--- src/timer_consts.vh ---
`ifndef TIMER_CONSTS_VH
`define TIMER_CONSTS_VH
// Register byte addresses
`define TMR_A_CTRL_ADDR 12'h000
`define TMR_A_PER_ADDR 12'h004
`define TMR_A_PW_ADDR 12'h008
`define TMR_B_CTRL_ADDR 12'h00C
`define TMR_B_PER_ADDR 12'h010
`define TMR_B_PW_ADDR 12'h014
`define TMR_STATUS_ADDR 12'h018
// Control register fields
`define CTL_FF_BIT 7
`define CTL_CK_HI 6
`define CTL_CK_LO 4
`define CTL_RUN_BIT 3
`define CTL_MODE_HI 2
`define CTL_MODE_LO 0
// Reset values
`define CTRL_RESET 8'h00
`define PER_RESET 8'hFF
`define PW_RESET 8'hFF
// Clock select codes
`define CK_DIV11 3'h0
`define CK_DIV7 3'h1
`define CK_DIV5 3'h2
`define CK_DIV3 3'h3
`define CK_RSVD 3'h4
`define CK_DIV1 3'h5
`define CK_FULL 3'h6
`define CK_EXT 3'h7
// Mode codes
`define MODE_DIVOUT8 3'h1
`define MODE_PWM8 3'h2
`define MODE_CASCADE 3'h3
`define MODE_PWM16 3'h6
`endif

--- src/timer_tick_sel.v ---
`timescale 1ns/1ps
`default_nettype none
`include "timer_consts.vh"
module timer_tick_sel
(
    input wire [11:0] prescale,
    input wire [11:0] prescale_prev,
    input wire ext_rise,
    input wire [2:0] sel,
    output reg tick
);
    // Rising edge of a prescaler bit gives one tick per divided period
    function edge_of;
        input [11:0] now;
        input [11:0] prev;
        input integer bitn;
        begin
            edge_of = now[bitn] & ~prev[bitn];
        end
    endfunction

    always @*
    begin
        case (sel)
            `CK_DIV11: tick = edge_of(prescale, prescale_prev, 10);
            `CK_DIV7: tick = edge_of(prescale, prescale_prev, 6);
            `CK_DIV5: tick = edge_of(prescale, prescale_prev, 4);
            `CK_DIV3: tick = edge_of(prescale, prescale_prev, 2);
            `CK_DIV1: tick = edge_of(prescale, prescale_prev, 0);
            `CK_FULL: tick = 1'b1;
            `CK_EXT: tick = ext_rise;
            default: tick = 1'b0;
        endcase
    end
endmodule
`default_nettype wire

--- src/dual_timer_ctrl.v ---
// Our own choices: the register addresses and the APB interface to the registers.
`timescale 1ns/1ps
`default_nettype none
`include "timer_consts.vh"
module dual_timer_ctrl
(
    input wire pclk,
    input wire presetn,
    input wire psel,
    input wire penable,
    input wire pwrite,
    input wire [11:0] paddr,
    input wire [31:0] pwdata,
    input wire a_count_pin,
    input wire b_count_pin,
    output reg [31:0] prdata,
    output reg pready,
    output reg pslverr,
    output reg [7:0] a_count,
    output reg [7:0] b_count,
    output reg a_ff_out,
    output reg b_ff_out
);
    reg [7:0] a_ctrl_q;
    reg [7:0] b_ctrl_q;
    reg [7:0] a_per_q;
    reg [7:0] a_pw_q;
    reg [7:0] b_per_q;
    reg [7:0] b_pw_q;
    reg [11:0] pre_q;
    reg [11:0] pre_prev_q;
    reg [1:0] a_pin_q;
    reg [1:0] b_pin_q;
    reg [7:0] a_cnt_q;
    reg [7:0] b_cnt_q;
    reg a_ff_q;
    reg b_ff_q;
    reg [7:0] ctl_d;
    wire a_tick;
    wire b_tick;
    wire a_run;
    wire b_run;
    wire cascade;
    wire run16;
    wire a_cnt_go;
    wire b_cnt_go;
    wire a_wrap;
    wire b_wrap;
    wire acc;
    wire wr;
    wire a_pwm_ok;
    wire b_pwm_ok;

    function is_pwm;
        input [2:0] m;
        begin
            is_pwm = (m == `MODE_PWM8) || (m == `MODE_PWM16);
        end
    endfunction

    // New config accepted only while stopped; a write to a running timer can only clear its run bit
    function [7:0] ctl_merge;
        input [7:0] old;
        input [7:0] wv;
        begin
            if (old[`CTL_RUN_BIT] && !wv[`CTL_RUN_BIT])
                ctl_merge = old & ~(8'h01 << `CTL_RUN_BIT);
            else if (old[`CTL_RUN_BIT])
                ctl_merge = old;
            else
                ctl_merge = wv;
        end
    endfunction

    assign acc = psel & penable & pready;
    assign wr = acc & pwrite;
    assign a_run = a_ctrl_q[`CTL_RUN_BIT];
    assign b_run = b_ctrl_q[`CTL_RUN_BIT];
    assign cascade = (a_ctrl_q[`CTL_MODE_HI:`CTL_MODE_LO] == `MODE_CASCADE);
    assign run16 = cascade & b_run;
    assign a_pwm_ok = cascade ? (b_ctrl_q[`CTL_MODE_HI:`CTL_MODE_LO] == `MODE_PWM16) :
        (a_ctrl_q[`CTL_MODE_HI:`CTL_MODE_LO] == `MODE_PWM8);
    assign b_pwm_ok = is_pwm(b_ctrl_q[`CTL_MODE_HI:`CTL_MODE_LO]);

    ////////////////////////////////////////////////////////////////////////
    // Clock selection

    timer_tick_sel u_a_sel
    (
        .prescale(pre_q),
        .prescale_prev(pre_prev_q),
        .ext_rise(a_pin_q[0] & ~a_pin_q[1]),
        .sel(a_ctrl_q[`CTL_CK_HI:`CTL_CK_LO]),
        .tick(a_tick)
    );

    timer_tick_sel u_b_sel
    (
        .prescale(pre_q),
        .prescale_prev(pre_prev_q),
        .ext_rise(b_pin_q[0] & ~b_pin_q[1]),
        .sel(b_ctrl_q[`CTL_CK_HI:`CTL_CK_LO]),
        .tick(b_tick)
    );

    assign a_cnt_go = cascade ? (run16 & a_tick) : (a_run & a_tick);
    assign a_wrap = (a_cnt_q == a_per_q);
    // Upper byte counts on lower byte wrap in cascade
    assign b_cnt_go = cascade ? (a_cnt_go & (a_cnt_q == 8'hFF)) : (b_run & b_tick);
    assign b_wrap = (b_cnt_q == b_per_q);

    ////////////////////////////////////////////////////////////////////////
    // Prescaler and pin sampling

    always @(posedge pclk or negedge presetn)
    begin
        if (!presetn)
        begin
            pre_q <= 12'h000;
            pre_prev_q <= 12'h000;
            a_pin_q <= 2'h0;
            b_pin_q <= 2'h0;
        end
        else
        begin
            pre_q <= pre_q + 12'h001;
            pre_prev_q <= pre_q;
            a_pin_q <= {a_pin_q[0], a_count_pin};
            b_pin_q <= {b_pin_q[0], b_count_pin};
        end
    end

    ////////////////////////////////////////////////////////////////////////
    // Register file

    always @*
    begin
        ctl_d = 8'h00;
        if (paddr == `TMR_A_CTRL_ADDR)
            ctl_d = ctl_merge(a_ctrl_q, pwdata[7:0]);
        else if (paddr == `TMR_B_CTRL_ADDR)
            ctl_d = ctl_merge(b_ctrl_q, pwdata[7:0]);
    end

    always @(posedge pclk or negedge presetn)
    begin
        if (!presetn)
        begin
            a_ctrl_q <= `CTRL_RESET;
            b_ctrl_q <= `CTRL_RESET;
            a_per_q <= `PER_RESET;
            a_pw_q <= `PW_RESET;
            b_per_q <= `PER_RESET;
            b_pw_q <= `PW_RESET;
        end
        else if (wr)
        begin
            if (paddr == `TMR_A_CTRL_ADDR)
                a_ctrl_q <= ctl_d;
            else if (paddr == `TMR_A_PER_ADDR)
            begin
                if (!a_run && !run16)
                    a_per_q <= pwdata[7:0];
            end
            else if (paddr == `TMR_A_PW_ADDR)
            begin
                if ((!a_run && !run16) || a_pwm_ok)
                    a_pw_q <= pwdata[7:0];
            end
            else if (paddr == `TMR_B_CTRL_ADDR)
                b_ctrl_q <= ctl_d;
            else if (paddr == `TMR_B_PER_ADDR)
            begin
                if (!b_run)
                    b_per_q <= pwdata[7:0];
            end
            else if (paddr == `TMR_B_PW_ADDR)
            begin
                if (!b_run || b_pwm_ok)
                    b_pw_q <= pwdata[7:0];
            end
        end
    end

    ////////////////////////////////////////////////////////////////////////
    // APB answer, one wait-free access phase

    always @(posedge pclk or negedge presetn)
    begin
        if (!presetn)
        begin
            prdata <= 32'h00000000;
            pready <= 1'b0;
            pslverr <= 1'b0;
        end
        else
        begin
            pready <= psel & ~penable;
            pslverr <= 1'b0;
            prdata <= 32'h00000000;
            if (psel && !penable)
            begin
                if (paddr == `TMR_A_CTRL_ADDR)
                    prdata <= {24'h000000, a_ctrl_q};
                else if (paddr == `TMR_A_PER_ADDR)
                    prdata <= {24'h000000, a_per_q};
                else if (paddr == `TMR_A_PW_ADDR)
                    prdata <= {24'h000000, a_pw_q};
                else if (paddr == `TMR_B_CTRL_ADDR)
                    prdata <= {24'h000000, b_ctrl_q};
                else if (paddr == `TMR_B_PER_ADDR)
                    prdata <= {24'h000000, b_per_q};
                else if (paddr == `TMR_B_PW_ADDR)
                    prdata <= {24'h000000, b_pw_q};
                else if (paddr == `TMR_STATUS_ADDR)
                    prdata <= {12'h000, b_ff_q, a_ff_q, 2'h0, b_cnt_q, a_cnt_q};
                else
                    pslverr <= 1'b1;
            end
        end
    end

    ////////////////////////////////////////////////////////////////////////
    // Counters and flip-flops

    always @(posedge pclk or negedge presetn)
    begin
        if (!presetn)
        begin
            a_cnt_q <= 8'h00;
            b_cnt_q <= 8'h00;
            a_ff_q <= 1'b0;
            b_ff_q <= 1'b0;
        end
        else
        begin
            if (cascade ? !run16 : !a_run)
            begin
                a_cnt_q <= 8'h00;
                a_ff_q <= cascade ? b_ctrl_q[`CTL_FF_BIT] : a_ctrl_q[`CTL_FF_BIT];
            end
            else if (a_cnt_go)
            begin
                if (!cascade && a_wrap)
                begin
                    a_cnt_q <= 8'h00;
                    a_ff_q <= ~a_ff_q;
                end
                else
                    a_cnt_q <= a_cnt_q + 8'h01;
            end
            if (!b_run)
            begin
                b_cnt_q <= 8'h00;
                b_ff_q <= b_ctrl_q[`CTL_FF_BIT];
            end
            else if (b_cnt_go)
            begin
                if (b_wrap)
                begin
                    b_cnt_q <= 8'h00;
                    b_ff_q <= ~b_ff_q;
                    if (cascade)
                        a_cnt_q <= 8'h00;
                end
                else
                    b_cnt_q <= b_cnt_q + 8'h01;
            end
        end
    end

    always @(posedge pclk or negedge presetn)
    begin
        if (!presetn)
        begin
            a_count <= 8'h00;
            b_count <= 8'h00;
            a_ff_out <= 1'b0;
            b_ff_out <= 1'b0;
        end
        else
        begin
            a_count <= a_cnt_q;
            b_count <= b_cnt_q;
            a_ff_out <= a_ff_q;
            b_ff_out <= cascade ? a_ff_q : b_ff_q;
        end
    end
endmodule
`default_nettype wire

--- config.mk ---
export PLATFORM = sky130hd
export DESIGN_NAME = dual_timer_ctrl
export DESIGN_NICKNAME = d
export VERILOG_FILES = /design/src/timer_tick_sel.v /design/src/dual_timer_ctrl.v
export VERILOG_INCLUDE_DIRS = /design/src
export SDC_FILE = /design/constraint.sdc
export NUM_CORES = 1
export LEC_CHECK = 0
export ABC_AREA = 1
export BUFFER_PORTS_ARGS = -buffer_cell sky130_fd_sc_hd__buf_4
export CAP_MARGIN = 25
export CORE_MARGIN = 10
export CORE_UTILIZATION = 50
export CTS_BUF_LIST = sky130_fd_sc_hd__clkbuf_16
export DETAILED_ROUTE_END_ITERATION = 8
export PLACE_DENSITY_LB_ADDON = 0.05
export SLEW_MARGIN = 20
export SYNTH_ARGS = -nofsm -noshare
export SYNTH_HDL_FRONTEND = slang
export SYNTH_HIERARCHICAL = 1
export SYNTH_SLANG_ARGS = --single-unit
--- constraint.sdc ---
create_clock -name pclk -period 2.5 [get_ports pclk]
set_clock_uncertainty 0.1 [all_clocks]
set_input_delay 0.5 -clock pclk [delete_from_list [all_inputs] [get_ports pclk]]
set_output_delay 0.5 -clock pclk [all_outputs]
set_load 0.02 [all_outputs]
==> impl_results.md <==
* Outcome: finished clean
* Crit path time final at 2.15 ns
* Iteration-0 DRC count of the detailed router at between 400 and 500
* Unrepaired setup endpoints after global routing: no
* DIE HEIGHT at between 100 and 150 microns
* Avg Synthesized Cell Area at 8.17 sq um
* H-tree levels at 4
* Largest registers: prdata x18, pre_q x11
* Initial core utilization at 50.9%
* Number of I/O port buffers at 64
* Die outline width at 133 microns
* Largest net degree at the start of global routing at 41
* Via count of the first global-routing pass at 5038
* Largest incremental delay on the critical path at 0.49 ns
* Post-detailed-route count of antenna-violating nets at 0
* Achievable clock frequency at ~460 MHz
* Overall fraction of global-route tracks in use at 18.3%
* Routability congestion estimate at 0.958
* Final Max Tran Viols at 0
* Remaining max-slew budget at the tightest pin at 63.7%
* Startpoint types: register
* Number of antenna violations at the first check in global routing at 0
* Final clock period utilization by the worst path at around 86%
* Post-cts hold buffer count at 1
* Global-route wire length before repair at 25.8 mm
* Instance count of the mapped netlist at 784
* Nets@finish at approximately 910
* Post-CTS sizing at 0
* Overflow left after global routing at 0
* Share of layout cells above drive strength 1 at 21.6%
* Number of max-cap violations at 0
* TritonCTS Sinks at 124
* Area delta synth->final at 18.2%
* Total Routed Length at 16.0 mm
* Standard-cell rows at between 40 and 50
* Number of buffers created by CTS at 17
* Instance area after placement at 7040 sq um
* Total setup violations reported at the end of the flow at 0
* Insertion delay to the later sink of the worst-skew pair at 0.42 ns
* Cell depth of the worst flop-to-flop path at 13
* Finished layout cell area at 7570 sq um
* Routed wire per std cell at approximately 15 microns
* Area inside the core boundary at 12600 sq um
* Top-level I/O count at between 100 and 150
* Final total power at 4.37 mW
* Final non-filler cell total at 1043
* Worst Path Arrival at ~2.4 ns
* Total negative setup slack at 0 ns
* Leakage at between 3 and 4 nW
* Post-CTS Setup Repair Bufs at 0
* Worst hold path depth at 1
* Clock root buffer: clkbuf_16
* Yosys warnings at 6
* Number of hold violations in the final report at 0
* Crit-path cells: nor2_1 > nand2_1 > nand2_1 > nand2_1 > nand2_1 > nand2_1 > inv_1 > nand3_1 > nor2_1 > nand2_1 > nor2_1 > xor2_1 > nor2_1
* Slew of the pin with the lowest slew margin at roughly 0.54 ns
* PD cells at 578 nW/um^2
* Reg with most FFs: prdata
* Number of flip-flops under the largest register name at 18
* Worst setup path class: register to register
* Vias per std cell at roughly 5
* Clock-pin transition on the worst setup and hold timing paths at 0.06 ns
* Clk buf depth at 2
* Diodes inserted at 0
* Post-synthesis instance area at 6400 sq um
* Die ar. at 17700 sq um
* Endpoint class of the critical path: register
* Sum of net half-perimeters after detailed placement at 11.9 mm
* Worst voltage drop across the vdd grid at 0.000449 V
* First drt pass iteration count at 5
* Total via count in the routed design at about 5200
* Critical-path top delay cell: dfrtp_1
* Post-placement cell count at 1012
* Worst Hold Class: input pin to register
* Cell with the most instances on the worst path: nand2_1
* DRC Markers at 0
* Clock tree from TritonCTS: built
* Data required, critical path at around 2.7 ns
* Highest fanout seen on the critical path at 9
[final timing paths]
check                                        start                endpoint  slack, ns
max                        a_ctrl_q[4]$_DFFE_PN0P_    a_cnt_q[7]$_DFF_PN0_       0.35
min                                    a_count_pin    a_pin_q[0]$_DFF_PN0_       0.08
max reg2reg                a_ctrl_q[4]$_DFFE_PN0P_    a_cnt_q[7]$_DFF_PN0_       0.35
min reg2reg                   a_pin_q[0]$_DFF_PN0_    a_pin_q[1]$_DFF_PN0_       0.28
max in group asynchronous                  presetn  b_per_q[4]$_DFFE_PN1P_       1.10
min in group asynchronous                  presetn    a_count[4]$_DFF_PN0_       0.51
[stage by stage]
step	utilization, %	worst slack (ns)	hold slack [ns]
floorplan	-	0.742	0.104
global placement	56.0	0.386	0.259
detailed placement	56.0	0.347	0.267
CTS	60.2	0.367	0.0754
global route	60.2	0.120	0.0739
finish	60.2	0.347	0.0839
[cell usage in the layout (no fill, tap or decap), types with 6 or more instances in the layout]
cell type	n
nand2_1	187
inv_1	108
dfrtp_1	92
buf_4	75
nor2_1	65
nand3_1	52
o21ai_0	49
o21ai_1	33
dfstp_2	32
xor2_1	17
nor3_1	17
clkbuf_16	17
a21oi_1	16
conb_1	14
nand2_2	12
nand4_1	9
o22ai_1	9
o21ai_2	9
clkinv_2	6
xnor2_1	6
[report_power, final]
group          internal (mW)  leakage [nW]  switching [mW]
combinational         0.0544          1.86           0.132
clock                   1.32         0.270           0.847
sequential              2.02          1.55         0.00239
total                   3.39          3.67           0.981
[layout make-up]
class | count | area (sq um)
Fill cell | 1114 | 5000
Timing Repair Buffer | 78 | 613
Inverter | 111 | 420
Multi-Input combinational cell | 528 | 2660
Tap cell | 172 | 215
Sequential cell | 124 | 3140
Clock buffer | 17 | 425
Clock inverter | 13 | 90.1
[metal layers]
layer  routed length, microns  track usage, %  up-vias
li1                         -               -     2605
met1                     7380            24.2     2450
met2                     7250            27.7      155
met3                      931            4.85       27
met4                      427            8.04        0
met5                        0               0        -
[critical path: cells and delay by family (launching register included)]
kind | cells | cell delay, ns
buf+inv | 1 | 0.25
xor+xnor | 1 | 0.15
flops | 1 | 0.49
simple gates | 11 | 1.03
(Power assumes the default switching activity.)
